<file path="src/dimming_defines.vh">
// Constants for the one-wire dimming front end: timing figures, command layout, reset values.
// Assumes a single core clock whose rate in MHz is given below; cycle counts derive from it.
`ifndef DIMMING_DEFINES_VH
`define DIMMING_DEFINES_VH

// Core clock rate in MHz
`define CLK_MHZ 21'h64

// Start-up detection timing, in microseconds; sized to the counter so products keep that width
`define DETECT_DELAY_US 21'h64
`define DETECT_LOW_HOLD_US 21'h104
`define DETECT_WINDOW_US 21'h3E8

// Shutdown timing, in microseconds
`define CHIP_ON_OFF_US 21'h9C4
`define PWM_OFF_US 21'h4E20

// Longest single low or high phase of a command bit (slowest rate is about 588 us a bit)
`define BIT_PHASE_MAX_US 21'h258

// Length of the acknowledge pull-down, in microseconds
`define ACK_HOLD_US 21'h200

// Counter width, wide enough for the 20 ms count
`define CNT_W 21

// Command layout: 24 bits sent LSB first, address byte on top
`define CMD_BITS 24
`define BIT_CNT_W 5
`define ADDR_MSB 23
`define ADDR_LSB 16
`define ACK_FLAG_BIT 10
`define CODE_MSB 8

// Brightness code reset value and full-scale level
`define CODE_W 9
`define CODE_RESET 9'h1FF
`define LEVEL_FULL 9'h1FF

// Duty division steps, one per result bit
`define DIV_STEPS 4'h9

`endif

</file>
<file path="src/one_wire_dimming_interface.v">
// Digital front end of a dual-channel backlight driver: start-up interface detection,
// one-wire command receiver with acknowledge, PWM duty measurement, enable/shutdown timing.
// Assumes CHIP_ON_PIN, PWM_PIN and SUPPLY_OK are asynchronous to CLK; the pin pull-down
// is resolved outside from ACK_PULL_O / ACK_PULL_OE (open drain).
//
// Summary of operation
// - Low-hold within 1 ms window selects one-wire mode
// - Interface chosen anew at every start from shutdown
// - Nine-bit brightness code starts at all ones
// - Shutdown or disable returns code to all ones
// - One-wire current equals full scale times code/511
// - PWM tied high: chip-on low 2.5 ms disables
// - Both GPIOs: chip-on 2.5 ms or PWM 20 ms
// - No pattern detected selects PWM mode
// - PWM mode: PWM low over 20 ms disables
// - Start only after chip-on and PWM both applied
// - Constant high PWM gives full-scale current
// - PWM mode current follows measured duty cycle
// - Command accepted only on matching address byte
// - Data field holds code and acknowledge request
// - Acknowledge only for correctly received commands
// - Bit decoder follows 1.7 to 160 kbit/s
// - Acknowledge flag bit 10 pulls line low
// - Code occupies data bits 8 down to 0
`timescale 1ns/1ps
`include "dimming_defines.vh"

module one_wire_dimming_interface #(
  // Own address code; this value is arbitrary
  parameter [7:0] DEVICE_ADDRESS = 8'hA5,
  parameter [`CNT_W-1:0] DETECT_DELAY_CYC = `DETECT_DELAY_US * `CLK_MHZ,
  parameter [`CNT_W-1:0] DETECT_LOW_HOLD_CYC = `DETECT_LOW_HOLD_US * `CLK_MHZ,
  parameter [`CNT_W-1:0] DETECT_WINDOW_CYC = `DETECT_WINDOW_US * `CLK_MHZ,
  parameter [`CNT_W-1:0] CHIP_ON_OFF_CYC = `CHIP_ON_OFF_US * `CLK_MHZ,
  parameter [`CNT_W-1:0] PWM_OFF_CYC = `PWM_OFF_US * `CLK_MHZ,
  parameter [`CNT_W-1:0] BIT_PHASE_MAX_CYC = `BIT_PHASE_MAX_US * `CLK_MHZ,
  parameter [`CNT_W-1:0] ACK_HOLD_CYC = `ACK_HOLD_US * `CLK_MHZ
) (
  input wire CLK,
  input wire RESETN,
  input wire SUPPLY_OK,
  input wire CHIP_ON_PIN,
  input wire PWM_PIN,
  output wire ACK_PULL_O,
  output wire ACK_PULL_OE,
  output wire DEVICE_ENABLED,
  output wire ONE_WIRE_MODE,
  output wire PWM_MODE,
  output wire [`CODE_W-1:0] BRIGHTNESS_CODE,
  output wire [`CODE_W-1:0] CURRENT_LEVEL,
  output wire CMD_REJECTED
);

  // One-hot start-up and mode states
  localparam [4:0] ST_OFF = 5'h01;
  localparam [4:0] ST_DETECT = 5'h02;
  localparam [4:0] ST_ONE_WIRE = 5'h04;
  localparam [4:0] ST_PWM = 5'h08;

  reg [2:0] sync1_r; // First synchroniser stage
  reg [2:0] sync2_r; // Second stage: supply, chip-on, pwm
  reg on_prev_r; // Chip-on level one cycle back
  reg pwm_prev_r; // PWM level one cycle back
  wire supply_s = sync2_r[0];
  wire on_s = sync2_r[1];
  wire pwm_s = sync2_r[2];
  wire on_rise = on_s & ~on_prev_r;
  wire on_fall = ~on_s & on_prev_r;
  wire pwm_rise = pwm_s & ~pwm_prev_r;
  wire pwm_fall = ~pwm_s & pwm_prev_r;

  reg [4:0] st_r; // Current state
  reg [4:0] st_nxt; // Next state
  reg [`CNT_W-1:0] win_cnt_r; // Cycles since the detection window opened
  reg [`CNT_W-1:0] det_low_r; // Chip-on low time after the detection delay
  reg [`CNT_W-1:0] on_low_r; // Chip-on low phase length, saturating
  reg [`CNT_W-1:0] on_high_r; // Chip-on high phase length, saturating
  reg [`CNT_W-1:0] pwm_low_r; // PWM low phase length, saturating
  reg [`CNT_W-1:0] pwm_high_r; // PWM high phase length, saturating
  reg [`CNT_W-1:0] pwm_per_r; // Cycles since last PWM rising edge
  reg [`CNT_W-1:0] hi_len_r; // Last complete PWM high phase
  reg per_valid_r; // A previous PWM rising edge has been seen

  reg [`CNT_W-1:0] low_len_r; // Low phase of the bit in progress
  reg armed_r; // A valid low phase awaits its high phase
  reg [`BIT_CNT_W-1:0] bit_cnt_r; // Bits collected in this frame
  reg [`CMD_BITS-1:0] shift_r; // Received bits, first bit ends in bit 0
  reg [`CODE_W-1:0] code_r; // Stored brightness code
  reg ack_pend_r; // Acknowledge waits for the line to rise
  reg ack_r; // Pulling the line low
  reg ack_drop_r; // Own pull released, next rise is not a bit
  reg [`CNT_W-1:0] ack_cnt_r; // Pull-down duration
  reg reject_r; // Pulse on a malformed or foreign command

  reg [`CNT_W+1:0] rem_r; // Division remainder
  reg [`CNT_W-1:0] div_r; // Division divisor, the period
  reg [3:0] step_r; // Division steps left
  reg [`CODE_W:0] quo_r; // Division quotient
  reg [`CODE_W-1:0] duty_r; // Measured duty as a level of 511
  reg [`CODE_W-1:0] level_r; // Current level to the sinks
  reg en_r; // Device enabled

  // Bit decision and the full frame it would complete
  wire bit_val = on_high_r > low_len_r;
  wire bit_tie = on_high_r == low_len_r;
  wire [`CMD_BITS-1:0] frame = {bit_val, shift_r[`CMD_BITS-1:1]};
  wire frame_done = bit_cnt_r == (`CMD_BITS - 1);
  wire ack_busy = ack_pend_r | ack_r | ack_drop_r;
  wire off_req = ~supply_s | (on_low_r > CHIP_ON_OFF_CYC) | (pwm_low_r > PWM_OFF_CYC);
  wire div_ge = {rem_r[`CNT_W:0], 1'b0} >= {2'b00, div_r}; // Next quotient bit
  wire [`CODE_W:0] quo_next = {quo_r[`CODE_W-1:0], div_ge}; // Quotient after this step

  // Two-flop synchronisers for all asynchronous inputs
  always @(posedge CLK or negedge RESETN) begin
    if (!RESETN) begin
      sync1_r <= 3'h0;
      sync2_r <= 3'h0;
      on_prev_r <= 1'b0;
      pwm_prev_r <= 1'b0;
    end else begin
      sync1_r <= {PWM_PIN, CHIP_ON_PIN, SUPPLY_OK};
      sync2_r <= sync1_r;
      on_prev_r <= on_s;
      pwm_prev_r <= pwm_s;
    end
  end

  // Next state: detection, mode choice and shutdown
  always @* begin
    st_nxt = st_r;
    case (st_r)
      ST_OFF: begin
        // Both inputs applied above lockout opens the window
        if (supply_s && on_s && pwm_s) begin
          st_nxt = ST_DETECT;
        end
      end
      ST_DETECT: begin
        if (off_req) begin
          st_nxt = ST_OFF;
        end else if (win_cnt_r >= DETECT_WINDOW_CYC) begin
          st_nxt = ST_PWM;
        end else if (det_low_r > DETECT_LOW_HOLD_CYC) begin
          st_nxt = ST_ONE_WIRE;
        end
      end
      ST_ONE_WIRE, ST_PWM: begin
        // Chip-on low 2.5 ms or PWM low 20 ms shuts down
        if (off_req) begin
          st_nxt = ST_OFF;
        end
      end
      default: begin
        st_nxt = ST_OFF;
      end
    endcase
  end

  // State register; every return to off forces a new detection
  always @(posedge CLK or negedge RESETN) begin
    if (!RESETN) begin
      st_r <= ST_OFF;
      en_r <= 1'b0;
    end else begin
      st_r <= st_nxt;
      en_r <= (st_nxt == ST_ONE_WIRE) | (st_nxt == ST_PWM);
    end
  end

  // Detection window and low-hold counters
  always @(posedge CLK or negedge RESETN) begin
    if (!RESETN) begin
      win_cnt_r <= {`CNT_W{1'b0}};
      det_low_r <= {`CNT_W{1'b0}};
    end else if (st_r != ST_DETECT) begin
      win_cnt_r <= {`CNT_W{1'b0}};
      det_low_r <= {`CNT_W{1'b0}};
    end else begin
      win_cnt_r <= win_cnt_r + 1'b1;
      // Low time only counts once the detection delay is over
      if (on_s || win_cnt_r < DETECT_DELAY_CYC) begin
        det_low_r <= {`CNT_W{1'b0}};
      end else begin
        det_low_r <= det_low_r + 1'b1;
      end
    end
  end

  // Phase length counters for both inputs, saturating
  always @(posedge CLK or negedge RESETN) begin
    if (!RESETN) begin
      on_low_r <= {`CNT_W{1'b0}};
      on_high_r <= {`CNT_W{1'b0}};
      pwm_low_r <= {`CNT_W{1'b0}};
      pwm_high_r <= {`CNT_W{1'b0}};
    end else begin
      on_low_r <= on_s ? {`CNT_W{1'b0}} : (&on_low_r ? on_low_r : on_low_r + 1'b1);
      on_high_r <= ~on_s ? {`CNT_W{1'b0}} : (&on_high_r ? on_high_r : on_high_r + 1'b1);
      pwm_low_r <= pwm_s ? {`CNT_W{1'b0}} : (&pwm_low_r ? pwm_low_r : pwm_low_r + 1'b1);
      pwm_high_r <= ~pwm_s ? {`CNT_W{1'b0}} : (&pwm_high_r ? pwm_high_r : pwm_high_r + 1'b1);
    end
  end

  // Rate-free bit decoder: each bit is a low then a high phase
  always @(posedge CLK or negedge RESETN) begin
    if (!RESETN) begin
      low_len_r <= {`CNT_W{1'b0}};
      armed_r <= 1'b0;
      bit_cnt_r <= {`BIT_CNT_W{1'b0}};
      shift_r <= {`CMD_BITS{1'b0}};
      code_r <= `CODE_RESET;
      ack_pend_r <= 1'b0;
      reject_r <= 1'b0;
    end else begin
      reject_r <= 1'b0;
      if (st_r != ST_ONE_WIRE) begin
        // Code back to all ones only while off; kept in detection and PWM mode
        if (st_r == ST_OFF) begin
          code_r <= `CODE_RESET;
        end
        armed_r <= 1'b0;
        bit_cnt_r <= {`BIT_CNT_W{1'b0}};
        ack_pend_r <= 1'b0;
      end else if (ack_busy) begin
        // Own pull-down is not a bit; drop any frame state
        armed_r <= 1'b0;
        bit_cnt_r <= {`BIT_CNT_W{1'b0}};
        if (ack_pend_r && on_rise) begin
          ack_pend_r <= 1'b0;
        end
      end else if (on_rise) begin
        // Low phase ends; an over-long low aborts the frame
        low_len_r <= on_low_r;
        armed_r <= on_low_r <= BIT_PHASE_MAX_CYC;
        if (on_low_r > BIT_PHASE_MAX_CYC) begin
          bit_cnt_r <= {`BIT_CNT_W{1'b0}};
        end
      end else if (on_fall) begin
        armed_r <= 1'b0;
        if (!armed_r || on_high_r > BIT_PHASE_MAX_CYC) begin
          // Idle or stale high: this falling edge starts a fresh frame
          bit_cnt_r <= {`BIT_CNT_W{1'b0}};
        end else if (bit_tie) begin
          // Undecidable bit makes the frame malformed
          bit_cnt_r <= {`BIT_CNT_W{1'b0}};
          reject_r <= 1'b1;
        end else if (frame_done) begin
          bit_cnt_r <= {`BIT_CNT_W{1'b0}};
          shift_r <= frame;
          if (frame[`ADDR_MSB:`ADDR_LSB] == DEVICE_ADDRESS) begin
            code_r <= frame[`CODE_MSB:0];
            ack_pend_r <= frame[`ACK_FLAG_BIT];
          end else begin
            reject_r <= 1'b1;
          end
        end else begin
          bit_cnt_r <= bit_cnt_r + 1'b1;
          shift_r <= frame;
        end
      end
    end
  end

  // Acknowledge: after the host ends the frame, pull the line low
  always @(posedge CLK or negedge RESETN) begin
    if (!RESETN) begin
      ack_r <= 1'b0;
      ack_drop_r <= 1'b0;
      ack_cnt_r <= {`CNT_W{1'b0}};
    end else if (st_r != ST_ONE_WIRE) begin
      ack_r <= 1'b0;
      ack_drop_r <= 1'b0;
      ack_cnt_r <= {`CNT_W{1'b0}};
    end else if (ack_pend_r && on_rise) begin
      ack_r <= 1'b1;
      ack_cnt_r <= {`CNT_W{1'b0}};
    end else if (ack_r) begin
      ack_cnt_r <= ack_cnt_r + 1'b1;
      if (ack_cnt_r >= ACK_HOLD_CYC - 1'b1) begin
        ack_r <= 1'b0;
        ack_drop_r <= 1'b1;
      end
    end else if (ack_drop_r && on_rise) begin
      // Line back high after release: decoding resumes
      ack_drop_r <= 1'b0;
    end
  end

  // PWM period and high phase capture
  always @(posedge CLK or negedge RESETN) begin
    if (!RESETN) begin
      pwm_per_r <= {`CNT_W{1'b0}};
      hi_len_r <= {`CNT_W{1'b0}};
      per_valid_r <= 1'b0;
    end else if (st_r != ST_PWM) begin
      pwm_per_r <= {`CNT_W{1'b0}};
      per_valid_r <= 1'b0;
    end else begin
      pwm_per_r <= pwm_rise ? {{(`CNT_W-1){1'b0}}, 1'b1} : (&pwm_per_r ? pwm_per_r : pwm_per_r + 1'b1);
      if (pwm_rise) begin
        per_valid_r <= 1'b1;
      end
      if (pwm_fall) begin
        hi_len_r <= pwm_high_r;
      end
    end
  end

  // Serial divider: duty = high / period scaled to 512 steps
  always @(posedge CLK or negedge RESETN) begin
    if (!RESETN) begin
      rem_r <= {(`CNT_W+2){1'b0}};
      div_r <= {`CNT_W{1'b0}};
      step_r <= 4'h0;
      quo_r <= {(`CODE_W+1){1'b0}};
      duty_r <= `LEVEL_FULL;
    end else if (st_r != ST_PWM) begin
      step_r <= 4'h0;
      duty_r <= `LEVEL_FULL;
    end else if (pwm_s && pwm_high_r > PWM_OFF_CYC) begin
      // Steady high level means full scale
      step_r <= 4'h0;
      duty_r <= `LEVEL_FULL;
    end else if (pwm_rise && per_valid_r) begin
      rem_r <= {2'b00, hi_len_r};
      div_r <= pwm_per_r;
      quo_r <= {(`CODE_W+1){1'b0}};
      step_r <= `DIV_STEPS;
    end else if (step_r != 4'h0) begin
      // One quotient bit a cycle; only a finished quotient reaches the sinks
      rem_r <= div_ge ? ({rem_r[`CNT_W:0], 1'b0} - {2'b00, div_r}) : {rem_r[`CNT_W:0], 1'b0};
      quo_r <= quo_next;
      step_r <= step_r - 1'b1;
      if (step_r == 4'h1) begin
        // Clamp a full period to the top level
        duty_r <= quo_next[`CODE_W] ? `LEVEL_FULL : quo_next[`CODE_W-1:0];
      end
    end
  end

  // Sink level: code in one-wire mode, duty in PWM mode, zero when off
  always @(posedge CLK or negedge RESETN) begin
    if (!RESETN) begin
      level_r <= {`CODE_W{1'b0}};
    end else if (st_r == ST_ONE_WIRE) begin
      level_r <= code_r;
    end else if (st_r == ST_PWM) begin
      level_r <= duty_r;
    end else begin
      level_r <= {`CODE_W{1'b0}};
    end
  end

  // Outputs straight from flip-flops; the open-drain output level is always low
  assign ACK_PULL_O = 1'b0 & ack_r;
  assign ACK_PULL_OE = ack_r;
  assign DEVICE_ENABLED = en_r;
  assign ONE_WIRE_MODE = st_r[2];
  assign PWM_MODE = st_r[3];
  assign BRIGHTNESS_CODE = code_r;
  assign CURRENT_LEVEL = level_r;
  assign CMD_REJECTED = reject_r;
endmodule // one_wire_dimming_interface

</file>
<file path="config.mk">
export PLATFORM = sky130hd
export DESIGN_NAME = one_wire_dimming_interface
export DESIGN_NICKNAME = d
export VERILOG_FILES = /design/src/one_wire_dimming_interface.v
export VERILOG_INCLUDE_DIRS = /design/src /design/src/src
export SDC_FILE = /design/constraint.sdc
export NUM_CORES = 1
export LEC_CHECK = 0
export BUFFER_PORTS_ARGS = -buffer_cell sky130_fd_sc_hd__clkbuf_2
export CAP_MARGIN = 10
export CORE_UTILIZATION = 60
export DETAILED_ROUTE_END_ITERATION = 10
export PLACE_DENSITY_LB_ADDON = 0.1
export REMOVE_ABC_BUFFERS = 1
export SLEW_MARGIN = 25
export SYNTH_ARGS = -nofsm -noshare
export SYNTH_HDL_FRONTEND = slang
export SYNTH_SLANG_ARGS = --single-unit
</file>
<file path="constraint.sdc">
create_clock -name CLK -period 2.9 [get_ports CLK]
set_input_delay 0.29 -clock CLK [delete_from_list [all_inputs] [get_ports CLK]]
set_output_delay 0.29 -clock CLK [all_outputs]
set_load 0.01 [all_outputs]
</file>
==> metrics.md <==
| Metric | Value |
|---|---|
| Top cells by count, synth | `322 x dfrtp_1, 233 x nor2_1, 153 x nand2_1` |
| CTS root buf | `clkbuf_16` |
| Full die area | `about 0.029 sq mm` |
| Yosys top cell by area | `dfrtp_1` |
| Sequential cell area | `about 0.0086 sq mm` |
| Status | `finished clean` |
| Clock power frac | `0.476` |
| Vias per inst | `about 5.8` |
| Detailed Route WL | `36000 microns` |
| CP arrival | `between 3 and 4 ns` |
| Crit-path cells | `inv_1, ha_1, or4b_1, a311o_1, a21o_1, a21oi_2, o21a_1, and2_4, nand2_4, mux2_4` |
| Delay-heaviest family, CP | `compound AO/OA/AOI/OAI gates` |
| Slowest cell delay on critical path | `0.42 ns` |
| R2R cell count | `10` |
| CP max-delay cell | `dfrtp_1` |
| Drt first pass iters | `5` |
| PD cells | `between 400 and 500 mW/mm^2` |
| Fin Clk Skew | `0.01017 ns` |
| Synth Flop Type | `dfrtp_1` |
| Final setup vio count | `0` |
| First DRT Iteration DRCs | `807` |
| Flop pwr share | `0.498` |
| Main combinational cell family by area after synthesis | `simple AND/OR/NAND/NOR gates` |
| Top area cells in the synthesized netlist | `dfrtp_1 47%, nor2_1 5.1%, xor2_1 4.7%` |
| DP Wirelength | `between 20000 and 30000 microns` |
| GP Congestion | `~0.85` |
| Wirelength per Cell | `approximately 16 microns` |
| Row count | `just over 60` |
| Switching share of power | `0.2125` |
| Total Power | `9.651 mW` |
| Area grow syn2layout | `12.59%` |
| Multi-input logic area | `approximately 0.0081 sq mm` |
| CP Capture Type | `flop` |
| Final non-filler cell total | `about 2200` |
| Synth Area in Simple Gates | `0.1918` |
| WP buf/inv | `1` |
| Post-synth ARST share | `1.000` |
| Mapped cell area | `~0.017 sq mm` |
| RSZ-0062 raised after global routing | `true` |
| Leakage power | `roughly 8.8 nW` |
| I/O Buffers | `27` |
| Largest net degree at the start of global routing | `83` |
| Fillers | `~2200` |
| Share of cells above drive strength 1 | `0.1260` |
| Reg2Reg Launch Point | `on_high_r[1]` |
| Crit. Startpoint | `on_high_r[1]` |
| Measured slew at the worst slew-check pin | `about 0.84 ns` |
| Diode count | `0` |
| Ys Warns | `0` |
| Top-count cell post-synth | `dfrtp_1` |
| CP max FO | `11` |
| Sequential area share after synthesis | `0.4983` |
| Nets@finish | `around 1900` |
| Adder-cell area share of the yosys netlist | `0.04561` |
| Syn_area_per_cell | `between 9 and 10 sq um` |
| Final ANT Viol Nets | `0` |
| Cell count along the critical path | `10` |
| Setup tns final | `0 ns` |
| Worst hold path class | `in -> async` |
| DRC violations left | `0` |
| CTS max path bufs | `3` |
| Internal | `about 7.6 mW` |
| Number of distinct library cells after synthesis | `69` |
| Total gr overflow | `0` |
| TritonCTS clock tree | `yes` |
| Min Tclk post-route | `between 2 and 3 ns` |
| Core ar. | `0.02793 sq mm` |
| Cells after synthesis | `around 1700` |
| Req. time, crit path | `about 3.3 ns` |
| Num CTS Buffers | `37` |
| GR Util All Layers | `0.2550` |
| Synth top area share | `0.4692` |
| Period utilization | `0.9608` |
| XOR/XNOR share of the synthesized area | `0.07344` |
| Final Max Tran Viols | `0` |
| Mux share of post-synthesis cell area | `0.05348` |
| Combinational power share | `0.026` |
| Vias | `roughly 13000` |
| Initial antenna violation count | `0` |
| Worst VDD drop | `~0.63 mV` |
| Number of synthesized flops with an enable pin | `0` |
| Chip width | `approximately 170 microns` |
| Psw | `2.051 mW` |
| Ports | `29` |
| H-tree depth | `2` |
| Fmax | `between 300 and 400 MHz` |
| Clk_lat worst skew | `around 0.52 ns` |
| Crit Path Class | `reg -> reg` |
| Die Y | `171.2 microns` |
| Initial core utilization | `0.6148` |
| Clk sinks | `approximately 340` |
| Max cap viols | `0` |
| Inst Count DP | `roughly 2100` |
| Final Hold Fails | `0` |
| Startpoint types | `flop` |
| Vias in the first global route | `12480` |
| Clock slew at reported path FFs | `0.06 ns` |
| Post-synthesis compound-gate area fraction | `0.1042` |
| First-pass GRT wire length | `approximately 61000 microns` |
| #FFs+latches synth | `341` |
| Core Util, Final | `0.6922` |
| Slew headroom | `0.4395` |
layout by cell type, fill, tap and decap left out, drive strengths merged, types with 9 or more instances in the layout:
master  instances
ha             61
and3           35
nor3           26
a22o            9
a21o           17
nand2b          9
nor2          233
o21ai          96
mux2           58
mux2i          19
nand3          80
dfstp          19
inv            87
nand2         155
xnor2          51
clkbuf         84
o211ai          9
a21oi          72
a211oi          9
and2           10
buf            53
a22oi          14
nor4           20
dfrtp         322
xor2           93
and4            9
nand4          46
or3            33
o31ai           9
metal layers:
| metal | GRT usage | vias up | wire length (microns) |
|---|---|---|---|
| met5 | 0 | - | 0 |
| met4 | 0.06405 | 0 | 637 |
| met3 | 0.03221 | 62 | 1303 |
| met2 | 0.4095 | 235 | 16650 |
| met1 | 0.3679 | 6256 | 17420 |
| li1 | - | 6208 | - |
registers in the layout, indices dropped and copies added (netlist names), 3 cells and up:
signal / count
sync2_r: 3
pwm_low_r: 21
pwm_per_r: 21
low_len_r: 21
hi_len_r: 21
on_high_r: 21
st_r: 5
pwm_high_r: 21
BRIGHTNESS_CODE: 9
sync1_r: 3
bit_cnt_r: 5
ack_cnt_r: 21
quo_r: 9
div_r: 21
on_low_r: 21
det_low_r: 21
win_cnt_r: 21
rem_r: 22
shift_r: 23
CURRENT_LEVEL: 9
duty_r: 9
step_r: 4
cells by family after synthesis:
logic type,count (synthesis)
AOI/OAI and AO/OA,287
adders and majority gates,62
and+or+nand+nor,689
DFF,341
xor gates and xnor gates,144
muxes,77
other,1
buffers and inverters,146
area by class of cell:
type / instances / share of cell area
clock buffer: 58 / 0.05779
clock inverter: 10 / 0.004271
inverter: 86 / 0.01670
multi-input combinational: 1263 / 0.4199
sequential: 341 / 0.4426
tap: 378 / 0.02446
timing repair buffer: 83 / 0.03430
final timing paths:
path | endpoint | slack [ns]
min | shift_r[20] | 0.33
min reg2reg | sync2_r[2] | 0.36
max in group asynchronous | st_r[0] | 1.74
max | shift_r[21] | 0.11
max reg2reg | shift_r[21] | 0.11
min in group CLK | sync2_r[2] | 0.36
power by group through the flow:
stage | Sequential, mW | Combinational [mW] | Clock, mW
6_report | 4.80 | 0.254 | 4.59
5_1_grt | 4.81 | 0.293 | 4.88
4_1_cts | 4.80 | 0.260 | 4.71
3_5_place_dp | 4.89 | 0.254 | 0
3_3_place_gp | 4.89 | 0.249 | 0
2_1_floorplan | 4.89 | 0.0831 | 0
per-stage QoR:
stage | instance area (sq um) | hold slack [ns] | worst slack [ns]
floorplan | 16930 | -0.005591 | -0.5868
global placement | 18010 | 0.2771 | 0.1255
detailed placement | 18010 | 0.2811 | 0.05181
CTS | 19250 | 0.3278 | 0.03167
global route | 19330 | 0.3628 | -0.01609
finish | 19330 | 0.3300 | 0.1136
what timing repair did:
action,in CTS,in global routing
hold endpoints to repair,57,0
endpoints found under the setup margin,0,44
setup buffers,0,4
resized for setup,0,5
hold buffers,4,0
(Power assumes the default switching activity.)
